<file path="src/sssr_regs.vh">
// Field positions, reset values, masks and widths of the status summary block
`ifndef SSSR_REGS_VH
`define SSSR_REGS_VH

// Summary byte field positions
`define SSSR_SB_UNUSED      0
`define SSSR_SB_DEV         1
`define SSSR_SB_ERRQ        2
`define SSSR_SB_QUES        3
`define SSSR_SB_MAV         4
`define SSSR_SB_ESB         5
`define SSSR_SB_RQS         6
`define SSSR_SB_OPER        7

// Standard event field positions
`define SSSR_SE_OPC         0
`define SSSR_SE_UNUSED      1
`define SSSR_SE_QYE         2
`define SSSR_SE_DDE         3
`define SSSR_SE_EXE         4
`define SSSR_SE_CME         5
`define SSSR_SE_URQ         6
`define SSSR_SE_PON         7

// Device-status sensor presence bit, operation upper limit fail bit
`define SSSR_DEV_SENSOR1    1
`define SSSR_OPER_ULF       12

// Widths
`define SSSR_GRP_W          16
`define SSSR_BYTE_W         8

// Reset values and masks
`define SSSR_SRE_RST        8'h00
`define SSSR_ESE_RST        8'h00
`define SSSR_SEL_RST        8'h80
`define SSSR_GRP_RST        16'h0000
`define SSSR_GRP_MASK       16'h7fff
`define SSSR_SE_MASK        8'hfd

`endif

</file>
<file path="src/sssr_top.v">
// Status summary and service request logic with standard event register
`timescale 1ns/1ps
`include "sssr_regs.vh"
module sssr_top (
    // Clock and reset
    input  wire        i_sys_clk,
    input  wire        i_rst_n,
    // Condition inputs
    input  wire [15:0] i_oper_cond,
    input  wire [15:0] i_ques_cond,
    input  wire [15:0] i_dev_cond,
    input  wire        i_sensor1_present,
    // Transition filters and enables of 16-bit groups
    input  wire [15:0] i_oper_ptr,
    input  wire [15:0] i_oper_ntr,
    input  wire [15:0] i_oper_enab,
    input  wire [15:0] i_ques_ptr,
    input  wire [15:0] i_ques_ntr,
    input  wire [15:0] i_ques_enab,
    input  wire [15:0] i_dev_ptr,
    input  wire [15:0] i_dev_ntr,
    input  wire [15:0] i_dev_enab,
    // Group event queries, one-cycle strobes
    input  wire        i_oper_evt_rd,
    input  wire        i_ques_evt_rd,
    input  wire        i_dev_evt_rd,
    // Queue states
    input  wire        i_out_queue_busy,
    input  wire        i_err_queue_busy,
    // Standard event sources, one-cycle strobes
    input  wire [7:0]  i_std_evt,
    // Common commands, one-cycle strobes
    input  wire        i_cls,
    input  wire        i_sre_wr,
    input  wire [7:0]  i_sre_data,
    input  wire        i_ese_wr,
    input  wire [7:0]  i_ese_data,
    input  wire        i_esr_rd,
    input  wire        i_stb_rd,
    input  wire        i_spoll,
    // Answers
    output reg  [7:0]  o_esr_data,
    output reg         o_esr_valid,
    output reg  [7:0]  o_stb_data,
    output reg         o_stb_valid,
    output reg  [7:0]  o_spoll_data,
    output reg         o_spoll_valid,
    output reg  [7:0]  o_sre,
    output reg  [7:0]  o_ese,
    output reg  [15:0] o_oper_event,
    output reg  [15:0] o_ques_event,
    output reg  [15:0] o_dev_event,
    output reg  [7:0]  o_status_byte,
    output reg         o_srq
);
    // ==========================================
    // Status groups
    wire [15:0] oper_event;
    wire [15:0] ques_event;
    wire [15:0] dev_event;
    wire        oper_sum;
    wire        ques_sum;
    wire        dev_sum;
    wire [15:0] dev_cond_full;

    // Sensor one presence drives device-status bit 1
    assign dev_cond_full = (i_dev_cond & ~(16'h0001 << `SSSR_DEV_SENSOR1))
                         | ({15'h0000, i_sensor1_present} << `SSSR_DEV_SENSOR1);

    sssr_group #(.W(`SSSR_GRP_W)) u_oper (
        .i_sys_clk (i_sys_clk),
        .i_rst_n   (i_rst_n),
        .i_cond    (i_oper_cond),
        .i_ptr     (i_oper_ptr),
        .i_ntr     (i_oper_ntr),
        .i_enab    (i_oper_enab),
        .i_clear   (i_oper_evt_rd | i_cls),
        .o_event   (oper_event),
        .o_summary (oper_sum)
    );

    sssr_group #(.W(`SSSR_GRP_W)) u_ques (
        .i_sys_clk (i_sys_clk),
        .i_rst_n   (i_rst_n),
        .i_cond    (i_ques_cond),
        .i_ptr     (i_ques_ptr),
        .i_ntr     (i_ques_ntr),
        .i_enab    (i_ques_enab),
        .i_clear   (i_ques_evt_rd | i_cls),
        .o_event   (ques_event),
        .o_summary (ques_sum)
    );

    sssr_group #(.W(`SSSR_GRP_W)) u_dev (
        .i_sys_clk (i_sys_clk),
        .i_rst_n   (i_rst_n),
        .i_cond    (dev_cond_full),
        .i_ptr     (i_dev_ptr),
        .i_ntr     (i_dev_ntr),
        .i_enab    (i_dev_enab),
        .i_clear   (i_dev_evt_rd | i_cls),
        .o_event   (dev_event),
        .o_summary (dev_sum)
    );

    // ==========================================
    // Standard event register and masks
    reg  [7:0] sel_reg;
    reg  [7:0] sel_next;
    reg  [7:0] ese_next;
    reg  [7:0] sre_next;
    wire [7:0] std_in = i_std_evt & `SSSR_SE_MASK;

    always @*
    begin
        if (i_cls || i_esr_rd)
            sel_next = std_in;
        else
            sel_next = sel_reg | std_in;
        ese_next = o_ese;
        if (i_ese_wr)
            ese_next = i_ese_data;
        sre_next = o_sre;
        if (i_sre_wr)
            sre_next = i_sre_data & ~(8'h01 << `SSSR_SB_RQS);
    end

    // ==========================================
    // Summary byte
    reg  [7:0] sum_next;
    wire       esb = |(sel_reg & o_ese);
    wire       rqs = |(sum_next & o_sre);

    always @*
    begin
        sum_next = 8'h00;
        sum_next[`SSSR_SB_DEV]  = dev_sum;
        sum_next[`SSSR_SB_ERRQ] = i_err_queue_busy;
        sum_next[`SSSR_SB_QUES] = ques_sum;
        sum_next[`SSSR_SB_MAV]  = i_out_queue_busy;
        sum_next[`SSSR_SB_ESB]  = esb;
        sum_next[`SSSR_SB_OPER] = oper_sum;
    end

    // ==========================================
    // Request and service request latch
    reg  rqs_reg;
    reg  rqs_prev_reg;
    wire rqs_rise = rqs && !rqs_prev_reg;

    // ==========================================
    // Standard event latch, power-on bit set by reset
    always @(posedge i_sys_clk)
    begin
        if (!i_rst_n)
        begin
            sel_reg <= `SSSR_SEL_RST;
        end
        else
        begin
            sel_reg <= sel_next;
        end
    end

    // ==========================================
    // Standard event enable mask
    always @(posedge i_sys_clk)
    begin
        if (!i_rst_n)
        begin
            o_ese <= `SSSR_ESE_RST;
        end
        else
        begin
            o_ese <= ese_next;
        end
    end

    // ==========================================
    // Service request enable mask
    always @(posedge i_sys_clk)
    begin
        if (!i_rst_n)
        begin
            o_sre <= `SSSR_SRE_RST;
        end
        else
        begin
            o_sre <= sre_next;
        end
    end

    // ==========================================
    // Request edge detector, idle low like the summary after reset
    always @(posedge i_sys_clk)
    begin
        if (!i_rst_n)
        begin
            rqs_prev_reg <= 1'b0;
        end
        else
        begin
            rqs_prev_reg <= rqs;
        end
    end

    // ==========================================
    // Request latch: set by a new rising summary, cleared by a poll or a falling summary
    always @(posedge i_sys_clk)
    begin
        if (!i_rst_n)
        begin
            rqs_reg <= 1'b0;
        end
        else if (rqs_rise)
        begin
            rqs_reg <= 1'b1;
        end
        else if (i_spoll || !rqs)
        begin
            rqs_reg <= 1'b0;
        end
    end

    // ==========================================
    // Registered outputs
    // Places a request bit into a summary byte
    function [7:0] sssr_put_rqs;
        input [7:0] base;
        input       req;
        begin
            sssr_put_rqs = base | ({7'h00, req} << `SSSR_SB_RQS);
        end
    endfunction

    wire [7:0] live_byte = sssr_put_rqs(sum_next, rqs);
    wire [7:0] poll_byte = sssr_put_rqs(sum_next, rqs_reg);

    // ==========================================
    // Standard event query answer, data is the register before its clear
    always @(posedge i_sys_clk)
    begin
        if (!i_rst_n)
        begin
            o_esr_data  <= 8'h00;
            o_esr_valid <= 1'b0;
        end
        else
        begin
            o_esr_valid <= i_esr_rd;
            o_esr_data  <= i_esr_rd ? sel_reg : 8'h00;
        end
    end

    // ==========================================
    // Summary query answer, request bit left untouched
    always @(posedge i_sys_clk)
    begin
        if (!i_rst_n)
        begin
            o_stb_data  <= 8'h00;
            o_stb_valid <= 1'b0;
        end
        else
        begin
            o_stb_valid <= i_stb_rd;
            o_stb_data  <= i_stb_rd ? live_byte : 8'h00;
        end
    end

    // ==========================================
    // Serial poll answer, request bit from the latch
    always @(posedge i_sys_clk)
    begin
        if (!i_rst_n)
        begin
            o_spoll_data  <= 8'h00;
            o_spoll_valid <= 1'b0;
        end
        else
        begin
            o_spoll_valid <= i_spoll;
            o_spoll_data  <= i_spoll ? poll_byte : 8'h00;
        end
    end

    // ==========================================
    // Group event mirrors
    always @(posedge i_sys_clk)
    begin
        if (!i_rst_n)
        begin
            o_oper_event <= `SSSR_GRP_RST;
            o_ques_event <= `SSSR_GRP_RST;
            o_dev_event  <= `SSSR_GRP_RST;
        end
        else
        begin
            o_oper_event <= oper_event & `SSSR_GRP_MASK;
            o_ques_event <= ques_event & `SSSR_GRP_MASK;
            o_dev_event  <= dev_event & `SSSR_GRP_MASK;
        end
    end

    // ==========================================
    // Live summary byte
    always @(posedge i_sys_clk)
    begin
        if (!i_rst_n)
        begin
            o_status_byte <= 8'h00;
        end
        else
        begin
            o_status_byte <= live_byte;
        end
    end

    // ==========================================
    // Service request line, dropped at the clock edge that ends the poll cycle
    always @(posedge i_sys_clk)
    begin
        if (!i_rst_n)
        begin
            o_srq <= 1'b0;
        end
        else
        begin
            o_srq <= rqs_reg && !i_spoll;
        end
    end
endmodule

</file>
<file path="src/sssr_group.v">
// One 16-bit condition, transition filter, event and enable status group
`timescale 1ns/1ps
module sssr_group #(
    parameter W = 16
) (
    // Clock and reset
    input  wire         i_sys_clk,
    input  wire         i_rst_n,
    // Group control
    input  wire [W-1:0] i_cond,
    input  wire [W-1:0] i_ptr,
    input  wire [W-1:0] i_ntr,
    input  wire [W-1:0] i_enab,
    input  wire         i_clear,
    // Group state
    output reg  [W-1:0] o_event,
    output wire         o_summary
);
    reg  [W-1:0] cond_reg;
    wire [W-1:0] mask = {1'b0, {(W-1){1'b1}}};
    wire [W-1:0] trans = ((i_cond & ~cond_reg & i_ptr) | (~i_cond & cond_reg & i_ntr)) & mask;

    // ==========================================
    // Event latch
    always @(posedge i_sys_clk)
    begin
        if (!i_rst_n)
        begin
            cond_reg <= {W{1'b0}};
            o_event  <= {W{1'b0}};
        end
        else
        begin
            cond_reg <= i_cond & mask;
            if (i_clear)
                o_event <= trans;
            else
                o_event <= (o_event | trans) & mask;
        end
    end

    assign o_summary = |(o_event & i_enab);
endmodule

</file>
<file path="config.mk">
export PLATFORM = sky130hd
export DESIGN_NAME = sssr_top
export DESIGN_NICKNAME = d
export VERILOG_FILES = /design/src/sssr_top.v /design/src/sssr_group.v
export VERILOG_INCLUDE_DIRS = /design/src
export SDC_FILE = /design/constraint.sdc
export NUM_CORES = 1
export LEC_CHECK = 0
export ABC_AREA = 1
export BUFFER_PORTS_ARGS = -buffer_cell sky130_fd_sc_hd__buf_4
export CAP_MARGIN = 20
export CORE_AREA = 2 2 158 160
export DETAILED_ROUTE_END_ITERATION = 6
export DIE_AREA = 0 0 160 162
export HOLD_SLACK_MARGIN = 0.1
export PLACE_DENSITY = 0.59
export SLEW_MARGIN = 5
export SYNTH_ARGS = -nofsm -noshare
export SYNTH_HDL_FRONTEND = slang
export SYNTH_SLANG_ARGS = --single-unit
</file>
<file path="constraint.sdc">
create_clock -name i_sys_clk -period 3.25 [get_ports i_sys_clk]
set_input_delay 0.65 -clock i_sys_clk [delete_from_list [all_inputs] [get_ports i_sys_clk]]
set_output_delay 0.65 -clock i_sys_clk [all_outputs]
set_load 0.01 [all_outputs]
</file>
# After elaboration in Yosys (flattened, before gate mapping)
# Cells that the tools add are included.
word_totals:
  inputBits: 230
  word_cells: 86
  regBits: 199
classes:
  bitwise: 37
  n_mux: 6
  reduce_logical: 17
op_table:
  columns: ["cell", "count"]
  rows:
  - ["bitwise AND 15 bit", 12]
  - ["inverter 15 bit", 6]
  - ["bitwise OR 15 bit", 6]
  - ["bitwise AND 15 x 16 -> 16 bit", 3]
  - ["OR reduction 16 bit", 3]
  - ["two-way mux 15 bit", 3]
  - ["bitwise AND 8 bit", 2]
  - ["bitwise OR 8 x 7 -> 8 bit", 2]
  - ["OR reduction 8 bit", 2]
  - ["bitwise OR 15 x 2 -> 15 bit", 1]
  - ["two-way mux 8 bit", 1]
  - ["bitwise OR 8 bit", 1]
  - ["AND reduction 2 bit", 3]
  - ["zero test 1 bit", 3]
  - ["bitwise OR 1 bit", 3]
  - ["logical AND 1 bit", 2]
  - ["logical OR 1 bit", 2]
  - ["two-way mux 1 bit", 2]
  - ["nonzero test 2 bit", 1]
  - ["OR reduction 2 bit", 1]
  - ["inverter 1 bit", 1]

# Logic depth before layout (Yosys ltp)
depth:
  depth_word: 8
  mapped_depth: 10
  ltp_nobuf: 10

# Cells and area by module
# A second synthesis with hierarchy kept.
hier_totals:
  cells_unflattened: 924
  hier_area_um2: 7105.6
by_module_without_submodules:
  columns: ["mod", "n_inst", "cells_per_inst", "seq_area_each_um2", "area_per_inst_um2"]
  rows:
  - ["sssr_group", 3, 190, 600.6, 1346.3]
  - ["sssr_top", 1, 354, 2001.9, 3066.7]

# Worst setup path after synthesis
# OpenSTA, ideal clock, no wires.
synth_timing:
  path_kind: "input to register"
  startpoint: "in i_dev_enab[4]"
  endpoint: "reg rqs_reg"
  required_ps: 3133
  cell_stages: 10
  n_path_buf: 0
  arrival_time_ps: 1316
  slack_ps: 1817
  path_cell_list: "nand2_1 nand2_1 nor2_1 nand2_1 nor2_4 nor2_2 nor2_1 nand2_1 nand2_2 nor2_1"
synth_via:
  elab_chain_cells: 7
  word_cells_on_any_way: 9
  classes_between: "1 x mux; 2 x bitwise; 6 x reduce/logical"
synth_rtl:
  columns: ["element", "line_no", "source"]
  rows:
  - ["start: declaration", "sssr_top.v:22", "input wire [15:0] i_dev_enab,"]
  - ["bitwise AND 15 x 16 -> 16 bit *", "sssr_group.v:42", "assign o_summary = |(o_event & i_enab);"]
  - ["OR reduction 16 bit *", "sssr_group.v:42", null]
  - ["bitwise AND 8 bit *", "sssr_top.v:132", "wire rqs = |(sum_next & o_sre);"]
  - ["OR reduction 8 bit *", "sssr_top.v:132", null]
  - ["zero test 1 bit", "sssr_top.v:219", "else if (i_spoll || !rqs)"]
  - ["logical OR 1 bit", "sssr_top.v:219", null]
  - ["nonzero test 2 bit (no line)", null, null]
  - ["end signal: assignment", "sssr_top.v:213", "rqs_reg <= 1'b0;"]
  - ["end signal: assignment", "sssr_top.v:217", "rqs_reg <= 1'b1;"]
  - ["end signal: assignment", "sssr_top.v:221", "rqs_reg <= 1'b0;"]
  - ["end: declaration", "sssr_top.v:147", "reg rqs_reg;"]
# Every way passes the cells marked *; elsewhere a longest branch is shown, timed or not.
# A chain may end at the register's enable or synchronous reset.

# Final worst setup path
layout_timing:
  startpoint: "reg o_ese[5]"
  endpoint: "out o_ese[5]"
layout_rtl:
  columns: ["element", "line_no", "source"]
  rows:
  - ["start: declaration", "sssr_top.v:49", "output reg [7:0] o_ese,"]
  - ["start signal: assignment", "sssr_top.v:171", "o_ese <= `SSSR_ESE_RST;"]
  - ["start signal: assignment", "sssr_top.v:175", "o_ese <= ese_next;"]
# No word-level cell between the ends.

==> qor.yml <==
outcome:
  status: "finished clean"
timing:
  fin_crit_ps: 1627
  final-hold-violation-count: 0
  rsz0062_at_grt: "no"
  slew_headroom_pct: 45.99
  drv_slew: 0
  fin_crit_sh_pct: 50.08
  clock_skew_ps: 9.245
  tightestPinTransition_ps: 810.1
  fin_tns_setup_ps: 0
  setup_viol: 0
  fmax_mhz: 614.4
  hold_slack_ps: 399.6
route:
  vias: 6330
  drc_errors: 0
  drt-initial-drc-count: 295
  viasPerCell: 3.976
  ant_nets: 0
  finalWirelength_um: 19770
  wl_per_cell_um: 12.42
  first_pass_iters: 4
synth:
  yosysTopAreaCell: "dfxtp_1"
  synth_mux_area_share_pct: 0
  ys_ff_latch: 190
  syn_area_um2: 7154
  seq_area_frac_synth_pct: 53.17
  synth_area_per_cell_um2: 7.499
  synthXorXnorAreaFrac_pct: 0
  synthAdderAreaFrac_pct: 0
  yosys.cell_types.count: 22
  yosys_warnings: 0
  yosys.area_share.simple_pct: 24.36
  synthCells: 954
  synth_area_leaders: "dfxtp_1 (53%), nand2_1 (12%), inv_1 (9.4%)"
  synth_top_family_by_area: "simple AND/OR/NAND/NOR gates"
  synth_compound_area_share_pct: 8.307
  yosys.area.top_type_share_pct: 53.17
global_route:
  grt_util_all_layers_pct: 15.18
  grt_pass1_wl_um: 30710
  grt_max_degree: 62
  grt_pass1_vias: 6022
  overflow: 0
  antenna_found_initial: 0
cts:
  clockBufferDepth: 2
  cts-htree-levels: 4
  clock-root-buffer: "clkbuf_16"
  cts_tree: "yes"
  postCtsSetupRepairBufs: 0
  clk_pin_slew_ps: 80
  cts_resized: 0
  cts.sink_count: 190
  cts_made_buffers: 17
  worstSkewPairLatency_ps: 420
  cts_hold_buf: 0
final_layout:
  diodes: 0
  layout-drive-gt1-share_pct: 31.47
  syn_to_final_growth_pct: 43.70
  nets: 1485
  post-route-util_pct: 42.65
  seqCellArea_um2: 3804
  n_fill_cell: 2561
  multi_input_area_um2: 2367
setup_path:
  crit_family: "flip-flops"
  crit_fanout: 3
  crit_required_ps: 2600
  cp.arrival_ps: 980
  crit_path_top_delay_cell: "dfxtp_1"
  critical_path.max_stage_delay_ps: 400
  cp-end-kind: "primary output"
  path_buf_inv: 1
  crit_path_cell_trace: "buf_4"
  start_kind: "flop"
  worstSetupPathType: "flop to primary output"
place:
  dp_hpwl_um: 15420
  port_buffers: 306
  place_congestion: 0.7795
power_and_ir_drop:
  p_total_w: 0.005191
  leakage_nw: 5.670
  irDropWorstVdd_v: 0.0002345
  cellPowerDensity_nw_per_um2: 504.9
job:
  cap_viol_max_count: 0
min_path:
  hp-class: "primary input to flop"
floorplanning:
  dieArea_um2: 25920
  die_w_um: 160
  num_io_pins: 330
  core-area_um2: 24110
  num_rows: 57
  fp.dieH_um: 162
  start_util_pct: 29.68
cell usage after synthesis, drive strengths merged:
master  instances
o21ai         104
buf            29
nor2          120
or2             3
a21oi          12
inv           213
nor3            1
clkbuf          4
nand3b         44
conb            1
o22ai           1
dfxtp         190
nand2         230
nand3           1
a21boi          1
cells by family (layout without fill, tap and decap cells):
kind of cell / count (synthesis) / in the layout
simple gates: 399 / 399
buf+inv: 246 / 553
flops: 190 / 190
compound gates: 118 / 118
other cells: 1 / 8
metrics by stage:
stage / std cells / instance area [um2] / worst slack, ps
after floorplan: 961 / 7181 / 1817
after global placement: 1560 / 9713 / 1343
after detailed placement: 1560 / 9713 / 1334
after CTS: 1592 / 10280 / 1592
after global routing: 1592 / 10280 / 1570
final: 1592 / 10280 / 1623
metal layers:
layer / GRT usage (%) / vias to the layer above / part of all wire [%]
met5: 0 / - / 0
met4: 4.095 / 0 / 1.1
met1: 16.89 / 2729 / 41
met3: 5.848 / 13 / 8.3
met2: 27.15 / 188 / 49
li1: - / 3400 / -
where the power goes:
part / switching, W / internal [W]
logic: 0.000311 / 0.000340
registers: 0.0000649 / 0.00246
clock network: 0.000984 / 0.00103
total: 0.00136 / 0.00383
path summary, 6_finish.rpt:
path | startpoint | end | slack [ps] | cells after the start
setup reg to reg | u_oper.o_event[5] | o_stb_data[6] | 1850 | 10
setup / recovery | o_ese[5] | o_ese[5] | 1620 | 1
hold reg to reg | u_ques.o_event[11] | o_ques_event[11] | 430 | 2
hold / removal | i_std_evt[7] | sel_reg[7] | 400 | 3
layout make-up:
type                       count  share of cell area (%)
clock inverter                13                   1.217
multi-input combinational    525                   23.03
inverter                     213                   7.777
clock buffer                  19                   4.308
timing repair buffer         308                   22.73
tap                          324                   3.943
sequential                   190                   37.00
layout by cell type, fill, tap and decap left out, types with 2 or more instances in the layout:
master,Yosys,final
a21oi_1,12,12
buf_12,0,2
buf_4,10,306
clkbuf_16,0,17
clkinv_2,0,2
clkinv_4,0,2
clkinv_8,0,2
conb_1,1,8
dfxtp_1,190,190
inv_1,179,179
inv_2,34,34
inv_6,0,4
inv_8,0,2
nand2_1,228,228
nand2_2,2,2
nand3b_1,44,44
nor2_1,96,96
nor2_2,23,23
o21ai_0,53,53
o21ai_1,51,51
or2_1,3,3
Power figures use the tool's default switching activity.
